**src/hw/ovc_defines.svh**
```systemverilog
// register offsets, field positions, reset values and timing counts
// for the line-output volume and mute control block
`ifndef OVC_DEFINES_SVH
`define OVC_DEFINES_SVH

`define OVC_ADDR_W 5
`define OVC_DATA_W 8

`define OVC_REG_ATTEN 5'h0a
`define OVC_REG_OUTMUTE 5'h0b
`define OVC_REG_MONOMUTE 5'h0c
`define OVC_REG_DIGCTRL 5'h13

// attenuation register: left code high nibble, right code low nibble
`define OVC_ATTEN_L_MSB 7
`define OVC_ATTEN_L_LSB 4
`define OVC_ATTEN_R_MSB 3
`define OVC_ATTEN_R_LSB 0
// output mute register
`define OVC_RIGHT_ONE_BIT 0
`define OVC_LEFT_ONE_BIT 1
`define OVC_TOGGLE_STATE_BIT 7
// mono mute register
`define OVC_RIGHT_TWO_BIT 0
`define OVC_LEFT_TWO_BIT 1
`define OVC_LEFT_DAC_BIT 2
`define OVC_RIGHT_DAC_BIT 3
`define OVC_BEEP_BIT 4
// digital control register
`define OVC_BTN_EN_BIT 2
`define OVC_POT_EN_BIT 3
`define OVC_POT_CODE_MSB 7
`define OVC_POT_CODE_LSB 4

`define OVC_ATTEN_RST 8'h00
`define OVC_OUTMUTE_RST 2'h0
`define OVC_MONOMUTE_RST 5'h10
`define OVC_CODE_MAX 4'hf
`define OVC_CODE_MIN 4'h0

// status stream frame bit positions of the inverted button levels
`define OVC_STAT_MUTE_POS 21
`define OVC_STAT_DOWN_POS 22
`define OVC_STAT_UP_POS 23

`define OVC_CLK_HZ 50000000
`define OVC_POT_PERIOD_MS 100
`define OVC_POT_PERIOD_CYC (`OVC_POT_PERIOD_MS * (`OVC_CLK_HZ / 1000))
`define OVC_ZC_TIMEOUT_FRAMES 512
`define OVC_DEBOUNCE_FRAMES 4
// half a code step of hysteresis, in pot level counts
`define OVC_POT_HYST 9'h008
`define OVC_POT_STEP 9'h010

`endif

```
**src/hw/ovc_pkg.sv**
```systemverilog
// types shared by the volume and mute control block
// assumes ovc_defines.svh for numeric constants
package ovc_pkg;

   typedef enum logic [1:0]
   {
      OVC_BTN_UP = 2'b00,
      OVC_BTN_DOWN = 2'b01,
      OVC_BTN_MUTE = 2'b10
   } ovc_btn_t;

endpackage

```
**src/hw/ovc_volume_mute.sv**
```systemverilog
// line-output volume and mute control: buttons, pot, zero-cross apply
// assumes inputs synchronous to CORE_CLK_IN, FRAME_IN one pulse per frame
//
// Local design decisions: the plain strobed port and the register addresses.
`include "ovc_defines.svh"
`timescale 1ns/1ps
`default_nettype none

module ovc_volume_mute
#(
   parameter int unsigned POT_UPDATE_CYCLES = `OVC_POT_PERIOD_CYC,
   parameter int unsigned DEBOUNCE_FRAMES = `OVC_DEBOUNCE_FRAMES
)
(
   input wire logic CORE_CLK_IN,
   input wire logic ARST_N_IN,
   input wire logic [`OVC_ADDR_W-1:0] REG_ADDR_IN,
   input wire logic [`OVC_DATA_W-1:0] REG_WDATA_IN,
   input wire logic REG_WR_IN,
   input wire logic REG_RD_IN,
   output logic [`OVC_DATA_W-1:0] REG_RDATA_OUT,
   input wire logic VOLUME_INCREASE_BUTTON_N_IN,
   input wire logic VOLUME_DECREASE_BUTTON_N_IN,
   input wire logic MUTE_TOGGLE_BUTTON_N_IN,
   input wire logic [7:0] VOLUME_POT_INPUT_IN,
   input wire logic FRAME_IN,
   input wire logic ZERO_CROSS_IN,
   output logic [3:0] LEFT_ATTEN_OUT,
   output logic [3:0] RIGHT_ATTEN_OUT,
   output logic RIGHT_OUT_ONE_MUTE_OUT,
   output logic LEFT_OUT_ONE_MUTE_OUT,
   output logic RIGHT_OUT_TWO_MUTE_OUT,
   output logic LEFT_OUT_TWO_MUTE_OUT,
   output logic LEFT_DAC_MONO_MUTE_OUT,
   output logic RIGHT_DAC_MONO_MUTE_OUT,
   output logic BEEP_PATH_MUTE_OUT,
   output logic [2:0] BUTTON_STATUS_OUT
);

   localparam int unsigned POT_CNT_W = $clog2(POT_UPDATE_CYCLES + 1);
   localparam int unsigned DB_CNT_W = $clog2(DEBOUNCE_FRAMES + 1);
   localparam logic [8:0] ZC_LAST = 9'(`OVC_ZC_TIMEOUT_FRAMES - 1);

   logic [3:0] atten_l, atten_r, pot_code;
   logic [1:0] out_mute;
   logic [4:0] mono_mute;
   logic button_volume_enable, pot_volume_enable, toggle_mute_state, pot_tick, gain_pending;
   logic pot_mode, atten_wr, atten_access, gain_apply;
   logic [POT_CNT_W-1:0] pot_cnt;
   logic [8:0] zc_frames, pot_lo, pot_hi;
   logic [2:0] btn_raw_n, btn_db_n, btn_press, btn_act;

   assign btn_raw_n = {MUTE_TOGGLE_BUTTON_N_IN, VOLUME_DECREASE_BUTTON_N_IN, VOLUME_INCREASE_BUTTON_N_IN};
   assign pot_mode = pot_volume_enable;
   assign atten_wr = REG_WR_IN && (REG_ADDR_IN == `OVC_REG_ATTEN);
   assign atten_access = (REG_WR_IN || REG_RD_IN) && (REG_ADDR_IN == `OVC_REG_ATTEN);

   // debounce: per-frame sampling, state moves only after stable run
      for (genvar gi = 0; gi < 3; gi++)
      begin : g_btn
         logic [DB_CNT_W-1:0] db_cnt;
         always_ff @(posedge CORE_CLK_IN or negedge ARST_N_IN)
         begin
            if (!ARST_N_IN)
            begin
               db_cnt <= '0;
               btn_db_n[gi] <= 1'b1;
               btn_press[gi] <= 1'b0;
            end
            else
            begin
               btn_press[gi] <= 1'b0;
               if (btn_raw_n[gi] == btn_db_n[gi])
               begin
                  db_cnt <= '0;
               end
               else if (FRAME_IN)
               begin
                  if (db_cnt == DB_CNT_W'(DEBOUNCE_FRAMES - 1))
                  begin
                     db_cnt <= '0;
                     btn_db_n[gi] <= btn_raw_n[gi];
                     btn_press[gi] <= btn_db_n[gi];
                  end
                  else
                  begin
                     db_cnt <= db_cnt + 1'b1;
                  end
               end
            end
         end
      end

   // a press counts only if no other button is already held
   always_comb
   begin
      btn_act = 3'b000;
      if (btn_press[ovc_pkg::OVC_BTN_UP] && (btn_db_n[2:1] == 2'b11))
      begin
         btn_act[ovc_pkg::OVC_BTN_UP] = 1'b1;
      end
      else if (btn_press[ovc_pkg::OVC_BTN_DOWN] && btn_db_n[ovc_pkg::OVC_BTN_UP] && btn_db_n[ovc_pkg::OVC_BTN_MUTE])
      begin
         btn_act[ovc_pkg::OVC_BTN_DOWN] = 1'b1;
      end
      else if (btn_press[ovc_pkg::OVC_BTN_MUTE] && (btn_db_n[1:0] == 2'b11))
      begin
         btn_act[ovc_pkg::OVC_BTN_MUTE] = 1'b1;
      end
   end

   // hysteresis window around the current code, half a step each side
   assign pot_lo = {1'b0, pot_code, 4'h0};
   assign pot_hi = pot_lo + `OVC_POT_STEP + `OVC_POT_HYST;

   always_ff @(posedge CORE_CLK_IN or negedge ARST_N_IN)
   begin
      if (!ARST_N_IN)
      begin
         pot_code <= `OVC_CODE_MIN;
      end
      else if ((({1'b0, VOLUME_POT_INPUT_IN} + `OVC_POT_HYST) < pot_lo) ||
               ({1'b0, VOLUME_POT_INPUT_IN} >= pot_hi))
      begin
         pot_code <= VOLUME_POT_INPUT_IN[7:4];
      end
   end

   always_ff @(posedge CORE_CLK_IN or negedge ARST_N_IN)
   begin
      if (!ARST_N_IN)
      begin
         pot_cnt <= '0;
         pot_tick <= 1'b0;
      end
      else
      begin
         pot_tick <= 1'b0;
         if (pot_cnt == POT_CNT_W'(POT_UPDATE_CYCLES - 1))
         begin
            pot_cnt <= '0;
            pot_tick <= 1'b1;
         end
         else
         begin
            pot_cnt <= pot_cnt + 1'b1;
         end
      end
   end

   // attenuation register: bus, pot or buttons
   always_ff @(posedge CORE_CLK_IN or negedge ARST_N_IN)
   begin
      if (!ARST_N_IN)
      begin
         {atten_l, atten_r} <= `OVC_ATTEN_RST;
      end
      else if (pot_mode)
      begin
         if (pot_tick)
         begin
            atten_l <= pot_code;
            atten_r <= pot_code;
         end
      end
      else if (atten_wr)
      begin
         atten_l <= REG_WDATA_IN[`OVC_ATTEN_L_MSB:`OVC_ATTEN_L_LSB];
         atten_r <= REG_WDATA_IN[`OVC_ATTEN_R_MSB:`OVC_ATTEN_R_LSB];
      end
      else if (button_volume_enable && btn_act[ovc_pkg::OVC_BTN_UP])
      begin
         // louder means less attenuation; clamp at the ends
         atten_l <= (atten_l == `OVC_CODE_MIN) ? atten_l : atten_l - 1'b1;
         atten_r <= (atten_r == `OVC_CODE_MIN) ? atten_r : atten_r - 1'b1;
      end
      else if (button_volume_enable && btn_act[ovc_pkg::OVC_BTN_DOWN])
      begin
         atten_l <= (atten_l == `OVC_CODE_MAX) ? atten_l : atten_l + 1'b1;
         atten_r <= (atten_r == `OVC_CODE_MAX) ? atten_r : atten_r + 1'b1;
      end
   end

   // mode bits only select sources; register contents stay put
   always_ff @(posedge CORE_CLK_IN or negedge ARST_N_IN)
   begin
      if (!ARST_N_IN)
      begin
         button_volume_enable <= 1'b0;
         pot_volume_enable <= 1'b0;
      end
      else if (REG_WR_IN && (REG_ADDR_IN == `OVC_REG_DIGCTRL))
      begin
         button_volume_enable <= REG_WDATA_IN[`OVC_BTN_EN_BIT];
         pot_volume_enable <= REG_WDATA_IN[`OVC_POT_EN_BIT];
      end
   end

   always_ff @(posedge CORE_CLK_IN or negedge ARST_N_IN)
   begin
      if (!ARST_N_IN)
      begin
         out_mute <= `OVC_OUTMUTE_RST;
         mono_mute <= `OVC_MONOMUTE_RST;
      end
      else
      begin
         if (REG_WR_IN && (REG_ADDR_IN == `OVC_REG_OUTMUTE))
         begin
            out_mute <= REG_WDATA_IN[1:0];
         end
         if (REG_WR_IN && (REG_ADDR_IN == `OVC_REG_MONOMUTE))
         begin
            mono_mute <= REG_WDATA_IN[4:0];
         end
      end
   end

   // toggle sits beside the mute bits so their stored values survive
   always_ff @(posedge CORE_CLK_IN or negedge ARST_N_IN)
   begin
      if (!ARST_N_IN)
      begin
         toggle_mute_state <= 1'b1;
      end
      else if (button_volume_enable && btn_act[ovc_pkg::OVC_BTN_MUTE])
      begin
         toggle_mute_state <= ~toggle_mute_state;
      end
   end

   // zero-cross gain apply with frame timeout
   assign gain_apply = gain_pending && (ZERO_CROSS_IN || (FRAME_IN && (zc_frames == ZC_LAST)));

   always_ff @(posedge CORE_CLK_IN or negedge ARST_N_IN)
   begin
      if (!ARST_N_IN)
      begin
         zc_frames <= '0;
      end
      else if (atten_access)
      begin
         zc_frames <= '0;
      end
      else if (FRAME_IN && gain_pending)
      begin
         zc_frames <= (zc_frames == ZC_LAST) ? 9'h000 : zc_frames + 1'b1;
      end
   end

   always_ff @(posedge CORE_CLK_IN or negedge ARST_N_IN)
   begin
      if (!ARST_N_IN)
      begin
         gain_pending <= 1'b0;
      end
      else if ({atten_l, atten_r} != {LEFT_ATTEN_OUT, RIGHT_ATTEN_OUT})
      begin
         // a fresh change arriving while applying stays pending
         gain_pending <= 1'b1;
      end
      else if (gain_apply)
      begin
         gain_pending <= 1'b0;
      end
   end

   always_ff @(posedge CORE_CLK_IN or negedge ARST_N_IN)
   begin
      if (!ARST_N_IN)
      begin
         {LEFT_ATTEN_OUT, RIGHT_ATTEN_OUT} <= `OVC_ATTEN_RST;
      end
      else if (gain_apply)
      begin
         LEFT_ATTEN_OUT <= atten_l;
         RIGHT_ATTEN_OUT <= atten_r;
      end
   end

   // 0 = muted; toggle gates only the out and dac feeds
   always_ff @(posedge CORE_CLK_IN or negedge ARST_N_IN)
   begin
      if (!ARST_N_IN)
      begin
         RIGHT_OUT_ONE_MUTE_OUT <= 1'b0;
         LEFT_OUT_ONE_MUTE_OUT <= 1'b0;
         RIGHT_OUT_TWO_MUTE_OUT <= 1'b0;
         LEFT_OUT_TWO_MUTE_OUT <= 1'b0;
         LEFT_DAC_MONO_MUTE_OUT <= 1'b0;
         RIGHT_DAC_MONO_MUTE_OUT <= 1'b0;
         BEEP_PATH_MUTE_OUT <= 1'b1;
      end
      else
      begin
         RIGHT_OUT_ONE_MUTE_OUT <= out_mute[`OVC_RIGHT_ONE_BIT] & toggle_mute_state;
         LEFT_OUT_ONE_MUTE_OUT <= out_mute[`OVC_LEFT_ONE_BIT] & toggle_mute_state;
         RIGHT_OUT_TWO_MUTE_OUT <= mono_mute[`OVC_RIGHT_TWO_BIT] & toggle_mute_state;
         LEFT_OUT_TWO_MUTE_OUT <= mono_mute[`OVC_LEFT_TWO_BIT] & toggle_mute_state;
         LEFT_DAC_MONO_MUTE_OUT <= mono_mute[`OVC_LEFT_DAC_BIT] & toggle_mute_state;
         RIGHT_DAC_MONO_MUTE_OUT <= mono_mute[`OVC_RIGHT_DAC_BIT] & toggle_mute_state;
         BEEP_PATH_MUTE_OUT <= mono_mute[`OVC_BEEP_BIT];
      end
   end

   always_ff @(posedge CORE_CLK_IN or negedge ARST_N_IN)
   begin
      if (!ARST_N_IN)
      begin
         BUTTON_STATUS_OUT <= 3'h0;
      end
      else
      begin
         BUTTON_STATUS_OUT <= ~btn_raw_n;
      end
   end

   always_ff @(posedge CORE_CLK_IN or negedge ARST_N_IN)
   begin
      if (!ARST_N_IN)
      begin
         REG_RDATA_OUT <= 8'h00;
      end
      else
      begin
         // index 0 is unmapped, so idle cycles read back zero
         case (REG_RD_IN ? REG_ADDR_IN : 5'h00)
            `OVC_REG_ATTEN: REG_RDATA_OUT <= {atten_l, atten_r};
            `OVC_REG_OUTMUTE: REG_RDATA_OUT <= {toggle_mute_state, 5'h00, out_mute};
            `OVC_REG_MONOMUTE: REG_RDATA_OUT <= {3'h0, mono_mute};
            `OVC_REG_DIGCTRL: REG_RDATA_OUT <= {pot_code, pot_volume_enable, button_volume_enable, 2'h0};
            default: REG_RDATA_OUT <= 8'h00;
         endcase
      end
   end
endmodule
`default_nettype wire

```
**config.mk**
```make
export PLATFORM = sky130hd
export DESIGN_NAME = ovc_volume_mute
export DESIGN_NICKNAME = d
export VERILOG_FILES = /design/src/hw/ovc_pkg.sv /design/src/hw/ovc_volume_mute.sv
export VERILOG_INCLUDE_DIRS = /design/src /design/src/hw
export SDC_FILE = /design/constraint.sdc
export NUM_CORES = 1
export LEC_CHECK = 0
export ABC_AREA = 1
export BUFFER_PORTS_ARGS = -buffer_cell sky130_fd_sc_hd__buf_2
export CORE_ASPECT_RATIO = 2
export CORE_MARGIN = 2
export CORE_UTILIZATION = 45
export DETAILED_ROUTE_END_ITERATION = 10
export MAX_ROUTING_LAYER = met4
export SLEW_MARGIN = 15
export SYNTH_ARGS = -nofsm -noshare
export SYNTH_HDL_FRONTEND = slang
export SYNTH_SLANG_ARGS = --single-unit
```
**constraint.sdc**
```tcl
create_clock -name CORE_CLK_IN -period 2.61 [get_ports CORE_CLK_IN]
set_input_delay 0.1305 -clock CORE_CLK_IN [delete_from_list [all_inputs] [get_ports CORE_CLK_IN]]
set_output_delay 0.1305 -clock CORE_CLK_IN [all_outputs]
set_load 0.01 [all_outputs]
```
==> flow_summary.html <==
<table>
<tr><th>Metric</th><th>Value</th></tr>
<tr><th colspan="2">Run status</th></tr>
<tr><td>Status</td><td>finished, final reports clean</td></tr>
<tr><th colspan="2">Route</th></tr>
<tr><td>First-pass iteration count of the detailed router</td><td>4</td></tr>
<tr><td>Ratio of routed vias to standard cells</td><td>between 5 and 6</td></tr>
<tr><td>Routed vias</td><td>about 4,700</td></tr>
<tr><td>Final wirelength</td><td>between 10,000 and 15,000 um</td></tr>
<tr><td>Routed WL per cell</td><td>approximately 15 um</td></tr>
<tr><td>Antenna-violating nets left</td><td>0</td></tr>
<tr><td># DRC</td><td>0</td></tr>
<tr><td>DRC violation total after the first TritonRoute iteration</td><td>around 280</td></tr>
<tr><th colspan="2">Cells and area</th></tr>
<tr><td>Leading cell types in the layout, fill and taps excluded</td><td>nand2_1 (194), inv_1 (99), dfrtp_1 (91), nand3_1 (64), buf_2 (53)</td></tr>
<tr><td>Layout Area Growth over Synthesis</td><td>15.3%</td></tr>
<tr><td>Antenna diode count</td><td>0</td></tr>
<tr><td>Fillers</td><td>1,138</td></tr>
<tr><td>Number of nets in the layout</td><td>around 800</td></tr>
<tr><td>Most frequent standard cell in the layout excluding fill and tap cells</td><td>nand2_1</td></tr>
<tr><td>Area used by multi-input combinational logic</td><td>about 0.0025 mm^2</td></tr>
<tr><td>Sequential cell area</td><td>0.00243 mm^2</td></tr>
<tr><td>Layout cell share with drive strength beyond 1</td><td>about 15%</td></tr>
<tr><th colspan="2">Synthesis</th></tr>
<tr><td>Cell variety after synth</td><td>36</td></tr>
<tr><td>Summed instance area of the synthesized netlist</td><td>around 0.0054 mm^2</td></tr>
<tr><td>Arithmetic-cell share of the synthesized area counting full adders, half adders and majority gates</td><td>just under 4%</td></tr>
<tr><td>Compound-cell area share of the yosys netlist</td><td>around 7.8%</td></tr>
<tr><td>Syn. warnings</td><td>0</td></tr>
<tr><td>Largest family of logic cells by synthesized area</td><td>simple AND/OR/NAND/NOR gates</td></tr>
<tr><td>Proportion of synthesized chip area in sequential cells</td><td>roughly 45%</td></tr>
<tr><td>Post-synthesis share of cell area spent on xor and xnor gates</td><td>between 4 and 5%</td></tr>
<tr><td>Share of cell area taken by muxes after synthesis</td><td>0%</td></tr>
<tr><td>Synthesized net count</td><td>742</td></tr>
<tr><td>Simple-gate portion of the synthesized area</td><td>30.2%</td></tr>
<tr><td>Average cell area after synthesis</td><td>7.79 um^2</td></tr>
<tr><td>Post-synthesis cell count</td><td>695</td></tr>
<tr><td>Flip-flop and latch count after synthesis</td><td>slightly below 100</td></tr>
<tr><th colspan="2">Setup path</th></tr>
<tr><td>Largest fanout on the critical path</td><td>16</td></tr>
<tr><td>Crit path kind</td><td>register to register</td></tr>
<tr><td>Crit start category</td><td>register</td></tr>
<tr><td>Slowest stage cell on the critical path</td><td>dfrtp_1</td></tr>
<tr><td>Worst path top cell family by delay</td><td>simple AND/OR/NAND/NOR gates</td></tr>
<tr><td>Delay contributed by the slowest stage of the critical path</td><td>just under 0.4 ns</td></tr>
<tr><td>Cells along the critical path</td><td>ha_1 -&gt; nand3_1 -&gt; nor3b_1 -&gt; nand2_1 -&gt; nor2_1 -&gt; ha_1 -&gt; inv_1 -&gt; o22ai_1 -&gt; inv_1 -&gt; nand2_1 -&gt; o21ai_0</td></tr>
<tr><td>Depth of the critical timing path with buffers and inverters included</td><td>11</td></tr>
<tr><td>Data required time of the worst path</td><td>approximately 2.8 ns</td></tr>
<tr><td>Arrival @ worst endpoint</td><td>around 2.5 ns</td></tr>
<tr><td>Reg2Reg Depth</td><td>11</td></tr>
<tr><td>Number of buffers and inverters on the critical path</td><td>2</td></tr>
<tr><td>Kind of end point of the critical path</td><td>register</td></tr>
<tr><th colspan="2">Floorplan</th></tr>
<tr><td>Top-level I/O count</td><td>56</td></tr>
<tr><td>Initial Util</td><td>between 40% and 50%</td></tr>
<tr><td>Floorplan core area</td><td>0.0117 mm^2</td></tr>
<tr><td>Die area</td><td>between 0.01 and 0.015 mm^2</td></tr>
<tr><td>Die extent in x</td><td>81.6 um</td></tr>
<tr><td>Row cnt</td><td>56</td></tr>
<tr><td>Die Span Y</td><td>159 um</td></tr>
<tr><th colspan="2">Clock network</th></tr>
<tr><td>Clock tree from TritonCTS</td><td>done</td></tr>
<tr><td>Clock latency at the later pin of the worst-skew pair</td><td>about 0.34 ns</td></tr>
<tr><td>Number of clock buffers inserted by TritonCTS</td><td>9</td></tr>
<tr><td>Post-cts repair resize count</td><td>0</td></tr>
<tr><td>Buffer cell driving the clock tree root</td><td>clkbuf_16</td></tr>
<tr><td>Largest buffer count on any clock path</td><td>2</td></tr>
<tr><td>CTS HTree Levels</td><td>3</td></tr>
<tr><td>Clock transition at the registers of the reported paths</td><td>~0.070 ns</td></tr>
<tr><td>CTS Sinks</td><td>97</td></tr>
<tr><th colspan="2">STA</th></tr>
<tr><td>Minimum clock period after layout</td><td>about 2.3 ns</td></tr>
<tr><td>Number of hold violations in the final report</td><td>0</td></tr>
<tr><td>Final max-slew violation count</td><td>0</td></tr>
<tr><td>Fin Clk Skew</td><td>approximately 0.009 ns</td></tr>
<tr><td>Share of the cycle needed by the critical path after routing</td><td>roughly 88%</td></tr>
<tr><td>Sum of negative setup slack</td><td>0 ns</td></tr>
<tr><td>Worst slew pin tran</td><td>~0.6 ns</td></tr>
<tr><td>Count of endpoints failing setup in the final report</td><td>0</td></tr>
<tr><td>Worst slew margin relative to its limit</td><td>60.1%</td></tr>
<tr><td>Achievable clock frequency</td><td>between 400 and 500 MHz</td></tr>
<tr><td>Unrepaired setup endpoints after global routing</td><td>no</td></tr>
<tr><th colspan="2">Power and ir drop</th></tr>
<tr><td>Cell area power density</td><td>about 840 mW/mm^2</td></tr>
<tr><td>Total leakage power</td><td>about 0.0033 uW</td></tr>
<tr><td>Max IR drop VDD</td><td>about 440 uV</td></tr>
<tr><td>Post-layout total power</td><td>5260 uW</td></tr>
<tr><th colspan="2">Global route</th></tr>
<tr><td>All-layer global routing usage</td><td>~23%</td></tr>
<tr><td>Number of antenna violations at the first check in global routing</td><td>0</td></tr>
<tr><td>Via count of the first global-routing pass</td><td>4,796</td></tr>
<tr><td>Pin count of the biggest net entering global routing</td><td>53</td></tr>
<tr><td>Remaining global-route overflow</td><td>0</td></tr>
<tr><td>Global-route wire length before repair</td><td>~22,000 um</td></tr>
<tr><th colspan="2">Min path</th></tr>
<tr><td>Min-Delay Path Class</td><td>primary input to register</td></tr>
<tr><td>Depth of the worst hold-timing path</td><td>3</td></tr>
<tr><th colspan="2">Placement</th></tr>
<tr><td>Port Buffer Count</td><td>54</td></tr>
<tr><td>Routability Congestion</td><td>~0.94</td></tr>
<tr><td>DP HPWL</td><td>between 10,000 and 15,000 um</td></tr>
<tr><th colspan="2">Flow run</th></tr>
<tr><td>Max-cap violations</td><td>0</td></tr>
</table>
[worst register-to-register path: cells and delay by family (launching register included)]
family | cells | cell delay, ns
and+or+nand+nor | 5 | 0.74
AOI/OAI and AO/OA | 2 | 0.31
buffers and inverters | 2 | 0.35
adders and majority gates | 2 | 0.37
DFF | 1 | 0.39
[final cells by class]
| class | instances | share of cell area (%) |
|---|---|---|
| Multi-Input combinational cell | 483 | 40.5 |
| Inverter | 106 | 6.37 |
| Tap cell | 145 | 2.91 |
| Sequential cell | 97 | 39.0 |
| Clock buffer | 9 | 3.61 |
| Clock inverter | 7 | 2.28 |
| Timing Repair Buffer | 59 | 5.33 |
[worst paths after layout]
kind / startpoint / endpoint / slack [ns]
setup reg to reg: zc_frames[0] / RIGHT_ATTEN_OUT[2] / 0.31
setup / recovery: zc_frames[0] / RIGHT_ATTEN_OUT[2] / 0.31
hold / removal: VOLUME_POT_INPUT_IN[4] / pot_code[0] / 0.06
hold reg to reg: mono_mute[4] / BEEP_PATH_MUTE_OUT / 0.39
max in group asynchronous: ARST_N_IN / toggle_mute_state / 1.55
min in group asynchronous: ARST_N_IN / BUTTON_STATUS_OUT[1] / 0.34
[through the flow]
stage                     cells  hold WS (ns)  util (%)  setup WS, ns  cell area [um^2]
after detailed placement    886         0.178      49.9         0.294              5840
after floorplan             695        -0.165         -         0.616              5410
after global placement      886         0.168      49.9         0.345              5840
after global routing        906        0.0616      53.4        0.0125              6240
after CTS                   906        0.0533      53.4         0.287              6240
final                       906        0.0564      53.4         0.307              6240
[metal layers]
| layer | vias up | part of all wire [%] | track usage, % | routed length, um |
|---|---|---|---|---|
| met1 | 2230 | 35 | 21.5 | 4740 |
| met3 | 30 | 2.5 | 3.40 | 337 |
| met4 | 0 | 4.4 | 10.2 | 600 |
| met2 | 85 | 58 | 43.2 | 7800 |
| met5 | - | 0 | - | 0 |
| li1 | 2334 | - | - | - |
[sequential cells by signal, indices dropped and copies added (netlist names), 2 cells and up]
name,count
atten_r,4
pot_code,4
BUTTON_STATUS_OUT,3
REG_RDATA_OUT,8
btn_press,3
pot_cnt,23
out_mute,2
RIGHT_ATTEN_OUT,4
btn_db_n,3
LEFT_ATTEN_OUT,4
mono_mute,5
atten_l,4
zc_frames,9
g_btn.db_cnt,9
[synthesized netlist by cell type, drive strengths merged]
cell type  number  share of area, %
nand2         208                15
inv           106               7.3
dfrtp          91                42
nand3          68               6.7
nor2           56               4.8
o21ai          42               4.0
nor3           18               1.8
xor2           18               2.9
ha             17               3.9
a21oi          14               1.3
xnor2          12               1.9
nand4           8              0.92
buf             7              0.81
dfstp           6               2.9
o211ai          4              0.55
o221ai          4              0.65
o22ai           4              0.46
a211oi          3              0.42
clkbuf          2              0.14
nor3b           2              0.28
or2             2              0.23
a22o            1              0.16
a22oi           1              0.14
o21a            1              0.14
[where the power goes]
part	internal [uW]	total, uW	leakage (uW)	switching [uW]
registers	1800	2140	0.00125	341
logic	599	1490	0.00187	893
clock network	1040	1630	0.000180	590
total	3440	5260	0.00330	1820
[repair_timing]
action,in CTS,in global routing
endpoints found under the hold margin,43,0
hold buffers,4,0
buffers inserted,0,0
[kinds of logic (layout without fill, tap and decap cells)]
logic type	after synthesis	in the layout
AOI/OAI and AO/OA	74	74
xor gates and xnor gates	30	30
adders and majority gates	17	17
buffers and inverters	115	181
DFF	97	97
and+or+nand+nor	362	362
Note: power is estimated with default switching activity, not from simulation.
